===== src/tpm_pkg.sv =====
package tpm_pkg;

   // =========================================================
   // register byte addresses
   localparam logic [7:0] TPM_ADDR_OUT_SEL = 8'h00;
   localparam logic [7:0] TPM_ADDR_SCALE_HI1 = 8'h04;
   localparam logic [7:0] TPM_ADDR_SCALE_LO1 = 8'h08;
   localparam logic [7:0] TPM_ADDR_SCALE_HI2 = 8'h0C;
   localparam logic [7:0] TPM_ADDR_SCALE_LO2 = 8'h10;
   localparam logic [7:0] TPM_ADDR_POINT = 8'h14;
   localparam logic [7:0] TPM_ADDR_CTRL = 8'h18;
   localparam logic [7:0] TPM_ADDR_CMD = 8'h1C;
   localparam logic [7:0] TPM_ADDR_MV_STOP = 8'h20;
   localparam logic [7:0] TPM_ADDR_MV_MANUAL = 8'h24;
   localparam logic [7:0] TPM_ADDR_STATUS = 8'h28;
   localparam logic [7:0] TPM_ADDR_MV = 8'h2C;

   // =========================================================
   // field positions
   localparam int TPM_SEL_STRIDE = 4;   // per output: src[2:0], range[3]
   localparam int TPM_SEL_RANGE = 3;
   localparam int TPM_CTRL_ONOFF = 2;   // mode in [1:0]
   localparam int TPM_CMD_RUN = 0;
   localparam int TPM_CMD_STOP = 1;
   localparam int TPM_CMD_AUTO = 2;
   localparam int TPM_CMD_MANUAL = 3;
   localparam int TPM_CMD_SOFT_RESET = 4;
   localparam int TPM_ST_RUN = 0;
   localparam int TPM_ST_MANUAL = 1;
   localparam int TPM_ST_MODE = 2;      // active mode in [3:2]

   // =========================================================
   // reset values
   localparam logic [15:0] TPM_SCALE_HI_RST = 16'h0064;  // 100
   localparam logic [15:0] TPM_SCALE_LO_RST = 16'h0000;
   localparam logic [15:0] TPM_MV_STOP_RST = 16'h0000;

   // =========================================================
   // source codes of an output assignment
   localparam logic [2:0] TPM_SRC_XFER_HEAT = 3'h0;
   localparam logic [2:0] TPM_SRC_XFER_COOL = 3'h1;
   localparam logic [2:0] TPM_SRC_CTRL_HEAT = 3'h2;
   localparam logic [2:0] TPM_SRC_CTRL_COOL = 3'h3;
   localparam logic [2:0] TPM_SRC_PV = 3'h4;
   localparam logic [2:0] TPM_SRC_TARGET = 3'h5;
   localparam logic [2:0] TPM_SRC_LOCAL_SP = 3'h6;
   localparam logic [2:0] TPM_SRC_REMOTE_SP = 3'h7;

   // power-on behaviour codes
   localparam logic [1:0] TPM_PON_CONTINUE = 2'h0;
   localparam logic [1:0] TPM_PON_STOP = 2'h1;
   localparam logic [1:0] TPM_PON_MANUAL = 2'h2;

   // =========================================================
   // current endpoints in microamps
   localparam logic [15:0] TPM_UA_4MA0 = 16'h0FA0;   // 4000
   localparam logic [15:0] TPM_UA_3MA7 = 16'h0E74;   // 3700
   localparam logic [15:0] TPM_UA_20MA0 = 16'h4E20;  // 20000
   localparam logic [15:0] TPM_UA_20MA3 = 16'h4F4C;  // 20300
   localparam logic [15:0] TPM_UA_0MA0 = 16'h0000;

   // manipulated variable in tenths of a percent
   localparam logic [15:0] TPM_MV_ZERO = 16'h0000;
   localparam logic [15:0] TPM_MV_FULL = 16'h03E8;   // 100.0 %

   // start-up sequencer states
   typedef enum logic [2:0] {
      TPM_BOOT = 3'b001,
      TPM_APPLY = 3'b010,
      TPM_OPER = 3'b100
   } tpm_state_t;

endpackage


===== src/tpm_top.sv =====
`timescale 1ns/1ps
// =========================================================
// transfer outputs and power-on behaviour
module tpm_top import tpm_pkg::*; (
   input wire logic clk,
   input wire logic reset_n,
   input wire logic [7:0] addr,
   input wire logic [31:0] wdata,
   input wire logic wr_en,
   input wire logic rd_en,
   output logic [31:0] rdata,
   input wire logic signed [15:0] pv,
   input wire logic signed [15:0] internal_target,
   input wire logic signed [15:0] local_sp,
   input wire logic signed [15:0] remote_sp,
   input wire logic signed [15:0] mv_heat,
   input wire logic signed [15:0] mv_cool,
   input wire logic event_run_pin,
   input wire logic [1:0] nv_power_on_mode,
   input wire logic retained_run,
   input wire logic retained_manual,
   input wire logic [15:0] retained_mv,
   output logic [15:0] out1_current_ua,
   output logic [15:0] out2_current_ua,
   output logic run_state,
   output logic manual_state,
   output logic [15:0] mv_value
);
   // =========================================================
   // configuration registers
   logic [7:0] out_sel_reg; // source and range of both outputs
   logic [15:0] scale_hi_reg [2]; // upper scaling limits
   logic [15:0] scale_lo_reg [2]; // lower scaling limits
   logic [3:0] point_reg; // scaling_point_position, display only
   logic [1:0] cfg_mode_reg; // power-on selector as written
   logic onoff_reg; // control method: 1 = on/off
   logic [15:0] mv_stop_reg; // MV used when stopped
   logic [1:0] active_mode_reg; // selector in force since restart

   // =========================================================
   // operating state
   tpm_state_t state_reg;
   logic run_reg;
   logic manual_reg;
   logic [15:0] mv_reg;
   logic boot_reg; // restart came from power-up
   logic apply_reg; // one-cycle strobe to the decision table

   // =========================================================
   // event input synchroniser
   logic ev_s1_reg; // first stage, read only by second
   logic ev_s2_reg;
   logic ev_s3_reg; // previous value for edge detect
   logic ev_rise;
   logic ev_fall;

   // decoded write strobes
   logic cmd_wr;
   logic cmd_run;
   logic cmd_stop;
   logic soft_reset;

   // decision table results
   logic init_valid;
   logic init_run;
   logic init_manual;
   logic [15:0] init_mv;

   // per output selected source
   logic signed [15:0] src_val [2];
   logic [15:0] cur_ua [2];

   assign cmd_wr = wr_en && (addr == TPM_ADDR_CMD);
   assign cmd_run = cmd_wr && wdata[TPM_CMD_RUN];
   assign cmd_stop = cmd_wr && wdata[TPM_CMD_STOP];
   assign soft_reset = cmd_wr && wdata[TPM_CMD_SOFT_RESET];
   assign ev_rise = ev_s2_reg && !ev_s3_reg;
   assign ev_fall = !ev_s2_reg && ev_s3_reg;

   // =========================================================
   // two-stage synchroniser plus edge history for the pin
   always_ff @(posedge clk or negedge reset_n) begin
      if (!reset_n) begin
         ev_s1_reg <= 1'b0;
         ev_s2_reg <= 1'b0;
         ev_s3_reg <= 1'b0;
      end else begin
         ev_s1_reg <= event_run_pin;
         ev_s2_reg <= ev_s1_reg;
         ev_s3_reg <= ev_s2_reg;
      end
   end

   // =========================================================
   // output assignment and scaling registers
   always_ff @(posedge clk or negedge reset_n) begin
      if (!reset_n) begin
         out_sel_reg <= 8'h00;
         scale_hi_reg[0] <= TPM_SCALE_HI_RST;
         scale_hi_reg[1] <= TPM_SCALE_HI_RST;
         scale_lo_reg[0] <= TPM_SCALE_LO_RST;
         scale_lo_reg[1] <= TPM_SCALE_LO_RST;
         point_reg <= 4'h0;
      end else if (wr_en) begin
         // scaling changes are meant for a stopped unit only; these writes are accepted while running too
         case (addr)
            TPM_ADDR_OUT_SEL: out_sel_reg <= wdata[7:0];
            TPM_ADDR_SCALE_HI1: scale_hi_reg[0] <= wdata[15:0];
            TPM_ADDR_SCALE_LO1: scale_lo_reg[0] <= wdata[15:0];
            TPM_ADDR_SCALE_HI2: scale_hi_reg[1] <= wdata[15:0];
            TPM_ADDR_SCALE_LO2: scale_lo_reg[1] <= wdata[15:0];
            TPM_ADDR_POINT: point_reg <= wdata[3:0];
            default: ;
         endcase
      end
   end

   // =========================================================
   // control configuration and stop-time MV
   always_ff @(posedge clk or negedge reset_n) begin
      if (!reset_n) begin
         cfg_mode_reg <= TPM_PON_CONTINUE;
         onoff_reg <= 1'b0;
         mv_stop_reg <= TPM_MV_STOP_RST;
      end else if (state_reg == TPM_BOOT) begin
         // stored selector is caught after reset release
         cfg_mode_reg <= nv_power_on_mode;
      end else if (wr_en && addr == TPM_ADDR_CTRL && !run_reg) begin
         // writes while running are dropped to protect the
         // unit from a host that ignores the stop condition
         cfg_mode_reg <= wdata[1:0];
         onoff_reg <= wdata[TPM_CTRL_ONOFF];
      end else if (wr_en && addr == TPM_ADDR_MV_STOP) begin
         mv_stop_reg <= wdata[15:0];
      end
   end

   // =========================================================
   // restart sequencer: boot, apply selector, operate
   always_ff @(posedge clk or negedge reset_n) begin
      if (!reset_n) begin
         state_reg <= TPM_BOOT;
         boot_reg <= 1'b1;
         apply_reg <= 1'b0;
         active_mode_reg <= TPM_PON_CONTINUE;
      end else begin
         apply_reg <= 1'b0;
         unique case (state_reg)
            TPM_BOOT: begin
               state_reg <= TPM_APPLY;
               boot_reg <= 1'b1;
            end
            TPM_APPLY: begin
               // the selector is frozen only here, so a later
               // write waits for the next restart
               active_mode_reg <= cfg_mode_reg;
               apply_reg <= 1'b1;
               state_reg <= TPM_OPER;
            end
            TPM_OPER: begin
               if (soft_reset) begin
                  state_reg <= TPM_APPLY;
                  boot_reg <= 1'b0;
               end
            end
         endcase
      end
   end

   // =========================================================
   // decision table for the restart state
   tpm_powerup u_powerup (
      .clk(clk),
      .reset_n(reset_n),
      .apply(apply_reg),
      .mode(active_mode_reg),
      .onoff(onoff_reg),
      .prev_run(boot_reg ? retained_run : run_reg),
      .prev_manual(boot_reg ? retained_manual : manual_reg),
      .prev_mv(boot_reg ? retained_mv : mv_reg),
      .mv_at_stop(mv_stop_reg),
      .init_valid(init_valid),
      .init_run(init_run),
      .init_manual(init_manual),
      .init_mv(init_mv)
   );

   // =========================================================
   // run/stop: restart result, then command or event edge
   always_ff @(posedge clk or negedge reset_n) begin
      if (!reset_n) begin
         run_reg <= 1'b0;
      end else if (init_valid) begin
         run_reg <= init_run;
      end else if (state_reg == TPM_OPER) begin
         // stop wins when both sources ask at once
         if (cmd_stop || ev_fall) begin
            run_reg <= 1'b0;
         end else if (cmd_run || ev_rise) begin
            run_reg <= 1'b1;
         end
      end
   end

   // =========================================================
   // auto/manual and the held manipulated variable
   always_ff @(posedge clk or negedge reset_n) begin
      if (!reset_n) begin
         manual_reg <= 1'b0;
         mv_reg <= TPM_MV_ZERO;
      end else if (init_valid) begin
         manual_reg <= init_manual;
         mv_reg <= init_mv;
      end else if (state_reg == TPM_OPER) begin
         if (cmd_wr && wdata[TPM_CMD_MANUAL] && !onoff_reg) begin
            manual_reg <= 1'b1;
         end else if (cmd_wr && wdata[TPM_CMD_AUTO]) begin
            manual_reg <= 1'b0;
         end
         // manual MV comes from the host, auto tracks mv_heat while running and takes the stop MV while stopped
         if (manual_reg) begin
            if (wr_en && addr == TPM_ADDR_MV_MANUAL) begin
               mv_reg <= wdata[15:0];
            end
         end else if (run_reg) begin
            mv_reg <= mv_heat;
         end else begin
            mv_reg <= mv_stop_reg;
         end
      end
   end

   // =========================================================
   // per-output source selection and scaling
   generate
      for (genvar i = 0; i < 2; i++) begin : g_out
         logic [2:0] sel;
         logic is_ctrl;
         assign sel = out_sel_reg[i*TPM_SEL_STRIDE +: 3];
         // control kinds overdrive the top endpoint, and the bottom one only in the 4-20 mA range
         assign is_ctrl = (sel == TPM_SRC_CTRL_HEAT)
            || (sel == TPM_SRC_CTRL_COOL);

         always_comb begin
            unique case (sel)
               TPM_SRC_XFER_HEAT: src_val[i] = mv_heat;
               TPM_SRC_CTRL_HEAT: src_val[i] = mv_heat;
               TPM_SRC_XFER_COOL: src_val[i] = mv_cool;
               TPM_SRC_CTRL_COOL: src_val[i] = mv_cool;
               TPM_SRC_PV: src_val[i] = pv;
               TPM_SRC_TARGET: src_val[i] = internal_target;
               TPM_SRC_LOCAL_SP: src_val[i] = local_sp;
               TPM_SRC_REMOTE_SP: src_val[i] = remote_sp;
            endcase
         end

         tpm_scaler u_scaler (
            .clk(clk),
            .reset_n(reset_n),
            .src(src_val[i]),
            .scale_hi(scale_hi_reg[i]),
            .scale_lo(scale_lo_reg[i]),
            .is_ctrl(is_ctrl),
            .range_0_20(out_sel_reg[i*TPM_SEL_STRIDE+TPM_SEL_RANGE]),
            .current_ua(cur_ua[i])
         );
      end
   endgenerate

   assign out1_current_ua = cur_ua[0];
   assign out2_current_ua = cur_ua[1];

   // =========================================================
   // state outputs, each straight from its register
   always_ff @(posedge clk or negedge reset_n) begin
      if (!reset_n) begin
         run_state <= 1'b0;
         manual_state <= 1'b0;
         mv_value <= TPM_MV_ZERO;
      end else begin
         run_state <= run_reg;
         manual_state <= manual_reg;
         mv_value <= mv_reg;
      end
   end

   // =========================================================
   // read port: data stand the cycle after the strobe
   always_ff @(posedge clk or negedge reset_n) begin
      if (!reset_n) begin
         rdata <= 32'h0000_0000;
      end else if (rd_en) begin
         case (addr)
            TPM_ADDR_OUT_SEL: rdata <= {24'h0, out_sel_reg};
            TPM_ADDR_SCALE_HI1: rdata <= {16'h0, scale_hi_reg[0]};
            TPM_ADDR_SCALE_LO1: rdata <= {16'h0, scale_lo_reg[0]};
            TPM_ADDR_SCALE_HI2: rdata <= {16'h0, scale_hi_reg[1]};
            TPM_ADDR_SCALE_LO2: rdata <= {16'h0, scale_lo_reg[1]};
            TPM_ADDR_POINT: rdata <= {28'h0, point_reg};
            TPM_ADDR_CTRL: rdata <= {29'h0, onoff_reg, cfg_mode_reg};
            TPM_ADDR_MV_STOP: rdata <= {16'h0, mv_stop_reg};
            TPM_ADDR_STATUS:
               rdata <= {28'h0, active_mode_reg, manual_reg, run_reg};
            TPM_ADDR_MV: rdata <= {16'h0, mv_reg};
            default: rdata <= 32'h0000_0000; // unmapped reads zero
         endcase
      end else begin
         rdata <= 32'h0000_0000;
      end
   end
endmodule // tpm_top


===== src/tpm_scaler.sv =====
`timescale 1ns/1ps
// =========================================================
// scale one source value into an output current
module tpm_scaler import tpm_pkg::*; (
   input wire logic clk,
   input wire logic reset_n,
   input wire logic signed [15:0] src,
   input wire logic signed [15:0] scale_hi,
   input wire logic signed [15:0] scale_lo,
   input wire logic is_ctrl,
   input wire logic range_0_20,
   output logic [15:0] current_ua
);
   logic signed [16:0] num_s; // source above lower limit
   logic signed [16:0] den_s; // limit span, made positive
   logic [15:0] base; // current at 0 %
   logic [15:0] top; // current at 100 %
   logic [15:0] span;
   logic [32:0] prod;
   logic [32:0] quot;
   logic [15:0] current_next;

   // endpoint choice by range and assignment kind
   always_comb begin
      if (range_0_20) begin
         base = TPM_UA_0MA0;
         top = is_ctrl ? TPM_UA_20MA3 : TPM_UA_20MA0;
      end else begin
         base = is_ctrl ? TPM_UA_3MA7 : TPM_UA_4MA0;
         top = is_ctrl ? TPM_UA_20MA3 : TPM_UA_20MA0;
      end
      span = top - base;
   end

   // linear map; a falling span is folded so the current falls
   always_comb begin
      num_s = {src[15], src} - {scale_lo[15], scale_lo};
      den_s = {scale_hi[15], scale_hi} - {scale_lo[15], scale_lo};
      if (den_s < 0) begin
         num_s = -num_s;
         den_s = -den_s;
      end
      prod = 33'(num_s[15:0]) * 33'(span);
      quot = (den_s == 0) ? 33'h0 : prod / 33'(den_s[15:0]);
      if (den_s == 0 || num_s <= 0) begin
         current_next = base;
      end else if (num_s >= den_s) begin
         current_next = top;
      end else begin
         current_next = base + quot[15:0];
      end
   end

   // registered so the drive never glitches
   always_ff @(posedge clk or negedge reset_n) begin
      if (!reset_n) begin
         current_ua <= TPM_UA_0MA0;
      end else begin
         current_ua <= current_next;
      end
   end
endmodule // tpm_scaler


===== src/tpm_powerup.sv =====
`timescale 1ns/1ps
// =========================================================
// work out run, manual and MV after a restart
module tpm_powerup import tpm_pkg::*; (
   input wire logic clk,
   input wire logic reset_n,
   input wire logic apply,
   input wire logic [1:0] mode,
   input wire logic onoff,
   input wire logic prev_run,
   input wire logic prev_manual,
   input wire logic [15:0] prev_mv,
   input wire logic [15:0] mv_at_stop,
   output logic init_valid,
   output logic init_run,
   output logic init_manual,
   output logic [15:0] init_mv
);
   logic run_next;
   logic manual_next;
   logic [15:0] mv_next;
   logic [15:0] held_mv; // manual keeps its MV, auto uses stop MV

   // decision table per selected behaviour
   always_comb begin
      held_mv = prev_manual ? prev_mv : mv_at_stop;
      case (mode)
         TPM_PON_STOP: begin
            run_next = 1'b0;
            manual_next = onoff ? 1'b0 : prev_manual;
            mv_next = onoff ? TPM_MV_ZERO : held_mv;
         end
         TPM_PON_MANUAL: begin
            run_next = prev_run;
            manual_next = 1'b1;
            mv_next = held_mv;
         end
         default: begin
            // continue; code 3 is illegal and falls back here
            run_next = prev_run;
            manual_next = onoff ? 1'b0 : prev_manual;
            if (onoff) begin
               mv_next = (prev_mv != TPM_MV_ZERO) ? TPM_MV_FULL
                  : TPM_MV_ZERO;
            end else begin
               mv_next = prev_mv;
            end
         end
      endcase
   end

   // result stands one cycle after apply
   always_ff @(posedge clk or negedge reset_n) begin
      if (!reset_n) begin
         init_valid <= 1'b0;
         init_run <= 1'b0;
         init_manual <= 1'b0;
         init_mv <= TPM_MV_ZERO;
      end else begin
         init_valid <= apply;
         if (apply) begin
            init_run <= run_next;
            init_manual <= manual_next;
            init_mv <= mv_next;
         end
      end
   end
endmodule // tpm_powerup


===== config.mk =====
export PLATFORM = sky130hd
export DESIGN_NAME = tpm_top
export DESIGN_NICKNAME = d
export VERILOG_FILES = /design/src/tpm_pkg.sv /design/src/tpm_top.sv /design/src/tpm_scaler.sv /design/src/tpm_powerup.sv
export SDC_FILE = /design/constraint.sdc
export NUM_CORES = 2
export LEC_CHECK = 0
export BUFFER_PORTS_ARGS = -buffer_cell sky130_fd_sc_hd__buf_2
export CORE_AREA = 2 2 416 583
export CTS_CLUSTER_DIAMETER = 40
export DETAILED_ROUTE_END_ITERATION = 16
export DIE_AREA = 0 0 418 585
export PLACE_DENSITY = 0.6
export SKIP_CTS_REPAIR_TIMING = 1
export SLEW_MARGIN = 30
export SYNTH_ARGS = -nofsm -noshare
export SYNTH_HDL_FRONTEND = slang
export SYNTH_HIERARCHICAL = 1
export SYNTH_SLANG_ARGS = --single-unit

===== constraint.sdc =====
create_clock -name clk -period 112.4 [get_ports clk]
set_input_delay 0 -clock clk [delete_from_list [all_inputs] [get_ports clk]]
set_output_delay 0 -clock clk [all_outputs]
set_load 0.1 [all_outputs]

==> Word-level counts from Yosys, hierarchy flattened <==
Cells that the tools add are included.
{ "classes": {"addsub": 12, "multipliers": 2, "n_div": 2, "magnitude_cmp": 6, "eq_ne": 32, "n_mux": 51, "bitwise_logic": 2, "n_reduce_logical": 50} }
{ "op_table": {"columns": ["cell", "n"], "rows": [
  ["$mux W16", 17],
  ["$pmux W16 S6", 2],
  ["$pmux W16 S10", 1],
  ["$mux W17", 4],
  ["$neg A17 Y17", 4],
  ["$sub A16 B16 Y17", 4],
  ["$div A32 B16 Y33", 2],
  ["$logic_not A32 Y1", 2],
  ["$mul A16 B16 Y32", 2],
  ["$mux W9", 4],
  ["$ge A17 B17 Y1", 2],
  ["$le A17 B1 Y1 const B", 2],
  ["$lt A17 B1 Y1 const B", 2],
  ["$add A16 B16 Y16", 2],
  ["$eq A8 B5 Y1 const B", 4],
  ["$eq A8 B6 Y1 const B", 4],
  ["$mux W32", 1],
  ["$pmux W16 S2", 1],
  ["$sub A16 B16 Y16", 2],
  ["$eq A3 B3 Y1 const B", 9],
  ["$reduce_and A2 Y1", 11],
  ["$eq A8 B4 Y1 const B", 2],
  ["$reduce_bool A16 Y1", 1],
  ["$eq A3 B2 Y1 const B", 5],
  ["other kinds (22)", 67]
]} }
{ "word_totals": {"ff_bits": 224, "out_inout_bits": 82} }

==> Depth between registers and ports, before layout <==
{ "depth": {"word_depth": 12, "ltp_mapped": 600} }

==> By module <==
Netlist, hierarchy kept.
{ "by_module_without_submodules": {"columns": ["mod", "instances", "cells_each", "area_each_um2"], "rows": [
  ["tpm_scaler at g_out[0].u_scaler", 1, 4906, 35597.9],
  ["tpm_scaler at g_out[1].u_scaler", 1, 4809, 35037.4],
  ["tpm_top", 1, 859, 9287.7],
  ["tpm_powerup", 1, 106, 975.9]
]} }

==> Worst setup path before layout <==
Ideal clock, no wire load.
{ "synth_path": {"path_kind": "register -> register", "startpoint": "register out_sel_reg[5]", "endpoint": "register g_out[1].u_scaler.current_ua[0]", "setup_time_ns": 0.136, "arrival_ns": 108.593, "t_required_ns": 112.264, "setup_slack_ns": 3.671, "stages_incl_launch_ff": 585, "cell_sequence": "dfrtp_1 > clkbuf_1 > buf_1 > mux2i_1 > nand2_1 > o21ai_0 > o21ai_0 > ha_1 > nor2b_1 > o21ai_0 > nand2b_1 > a21o_1 > a21oi_1 > nor2b_1 > o21ai_0 > nand2b_1 > a21o_1 > a21o_1 > (+549 left out) > o21ai_0 > nand2b_1 > a21oi_1 > o21ai_0 > a21o_1 > a21oi_1 > nor2b_1 > o21ai_0 > nand2b_1 > a21oi_1 > nor2b_1 > o21ai_0 > nand2_1 > a311oi_1 > nand3_1 > nor4b_1 > and4_1 > a31oi_1"} }
{ "synth_rtl": {"columns": ["item", "line", "rtl"], "rows": [
  ["start, declared", "tpm_top.sv:31", "logic [7:0] out_sel_reg;"],
  ["start signal, assigned", "tpm_top.sv:107", "TPM_ADDR_OUT_SEL: out_sel_reg <= wdata[7:0];"],
  ["end signal, assigned", "tpm_scaler.sv:59", "current_ua <= current_next;"],
  ["end, declared", "tpm_scaler.sv:12", "output logic [15:0] current_ua"]
]} }

==> reports/qor.txt <==
Status: finished, final reports clean
Yosys Warn Count: 6
Fin crit share: 93.5%
Worst Setup Path Type: reg -> reg
Fin area: 97800 um2
Buf/Inv on CP: 48
Clock Tree Root: clkbuf_16
Drt pass-1 iters: 8
Skew final: 94.3 ps
Complex-gate fraction of the synthesized area: 27.0%
H-tree depth: 2
Crit path from: out_sel_reg[5]
Max-slew violation count: 0
Commonest cells post-synth: ha_1 (1190), nand2_1 (993), nor2_1 (910), inv_1 (790), a21oi_1 (610)
DRC Markers: 0
Synth Flop Type: dfrtp_1
Most common cell in the synthesized netlist: ha_1
Final WL: 288000 um
DP Area: 95200 um2
Post-detail-place hpwl: 238000 um
Area grow syn2layout: 20.9%
CP max stage cell: fa_1
Worst path arrival time: 105500 ps
Max_slew headroom: 30.6%
Ratio of cells with drive above 1 in the final layout: 20.6%
Post-synthesis xor/xnor area fraction: 5.44%
Crit Path Max Fanout: 17
Final #Nets: 13721
Number of DRC markers in iteration 0: 4586
Achievable Freq: 9.52 MHz
CTS tree: built
Post-route ant nets: 0
I/O Buffers: 210
# setup viols final: 0
Critical Path Sink: g_out[1].u_scaler/current_ua[0]
Setup TNS: 0 ps
WL/cell: 18.9 um
Crit path depth: 729
IO Count: 243
Congestion Overflow GR: 0
Largest net degree at the start of global routing: 129
Fill count: 24780
Register area share after synthesis: 6.45%
Initial Util: 33.8%
Clk Latency, worst-skew pair: 660 ps
Yosys cell types: 157
CP peak stage delay: 580 ps
Clock sink count: 208
Mux contribution to synthesized area: 6.37%
Core Box Area: 240000 um2
Die width: 418 um
Post-Synth Adder-Cell Area: 26.3%
Reg2reg path depth: 563
Syn_area_per_cell: 7.57 um2
First-pass GRT wire length: 451000 um
Vias per cell: 5.64
Crit end category: register
Critical R2R Capture: g_out[1].u_scaler/current_ua[0]
Synth Area in Simple Gates: 22.9%
Row Count: 213
Flop2flop setup slack: 7320 ps
Post-synth EDFFs: 0
Area leader, netlist: ha_1
Cell area after synthesis: 80900 um2
CP Data Required Time: 112820 ps
Fin Hold WS: 8.68 ps
GRT Total Usage: 22.9%
CP most frequent cell: o21a_1
Routed vias: 85674
Worst setup margin: 7320 ps
Num CTS Buffers: 34
Routability cong.: 0.947
Post-Syn Instances: 10680
Largest family of logic cells by synthesized area: compound AO/OA/AOI/OAI gates
Die area: 245000 um2
Endpoints failing hold: 0
#FFs+latches synth: 208
RSZ-0062 raised after global routing: true
Share of synthesized registers carrying an async set or reset: 100%
Measured slew at the worst slew-check pin: 1040 ps
Antenna violations before repair: 10
CP top delay family: compound AO/OA/AOI/OAI gates
Reg clk slew, reported paths: 60 ps
Largest cells by area after synthesis: ha_1 (18%), fa_1 (7.8%), dfrtp_1 (6.2%)
Crit path launch type: register
Vias in the first global route: 84026
Dpl ws: 3570 ps
Post-route minimum period: 105080 ps
Worst min-delay path category: in -> async
Max cap viols: 0
Reg2reg start: out_sel_reg[5]
Clock tree buffer depth: 3
Chip height: 585 um
Synth top area share: 18.4%
==> worst min-delay path by stage <==
| stage | from | end |
|---|---|---|
| final | reset_n | mv_value[6] |
| after global routing | retained_mv[11] | u_powerup/init_mv[11] |
| after CTS | reset_n | mv_value[5] |
| after detailed placement | reset_n | mv_value[5] |
| after global placement | reset_n | mv_value[8] |
| after floorplan | reset_n | active_mode_reg[0] |
==> area by class of cell <==
cell class | count | area, um2 | share of cell area [%]
Multi-Input combinational cell | 9345 | 72200 | 73.9
Timing Repair Buffer | 1673 | 12200 | 12.5
Sequential cell | 208 | 5230 | 5.34
Tap cell | 3117 | 3900 | 3.99
Inverter | 794 | 2980 | 3.05
Clock buffer | 39 | 900 | 0.920
Clock inverter | 22 | 308 | 0.315
Antenna cell | 4 | 10.0 | 0.0102
==> kinds of logic after synthesis <==
family / Yosys count
and+or+nand+nor: 3729
adders and majority gates: 1511
buffers and inverters: 1143
AOI/OAI and AO/OA: 3119
xor gates and xnor gates: 498
DFF: 208
muxes: 469
other: 3
==> cell usage in the layout (no fill, tap or decap), types with 77 or more instances in the layout <==
master / synthesis / layout
nand4_1: 102 / 102
mux2i_1: 148 / 144
xor2_1: 185 / 177
nand2_1: 993 / 980
o21a_1: 480 / 480
buf_2: 61 / 209
nand2b_1: 148 / 148
a21oi_1: 610 / 587
mux2_2: 292 / 292
inv_1: 790 / 787
and3_1: 77 / 77
fa_1: 314 / 314
o21ai_0: 450 / 429
ha_1: 1190 / 1188
or2_2: 87 / 86
nor3_1: 557 / 552
nand3_1: 208 / 205
o211ai_1: 99 / 99
a31oi_1: 106 / 103
a21o_1: 210 / 208
nor2b_1: 113 / 109
dfrtp_1: 200 / 195
buf_4: 37 / 1417
and2_1: 98 / 97
nor2_1: 910 / 894
or3_1: 110 / 110
xnor2_1: 308 / 286
o31ai_1: 276 / 270
==> stage by stage <==
stage	std cells	util [%]
5_1_grt	15199	40.8
3_5_place_dp	15063	39.7
2_1_floorplan	10696	-
4_1_cts	15124	40.2
3_3_place_gp	15063	39.7
6_report	15202	40.8
==> metal layers <==
layer	GRT usage, %	share of wire, %	up-vias
met2	43.1	51	2034
met3	2.11	4.1	706
met5	0	0.017	-
met4	10.9	5.5	8
met1	25.5	39	40823
li1	-	-	42103
Power is not shown: default switching activity piles up to over one toggle a cycle in this logic, so the estimate is an artifact.
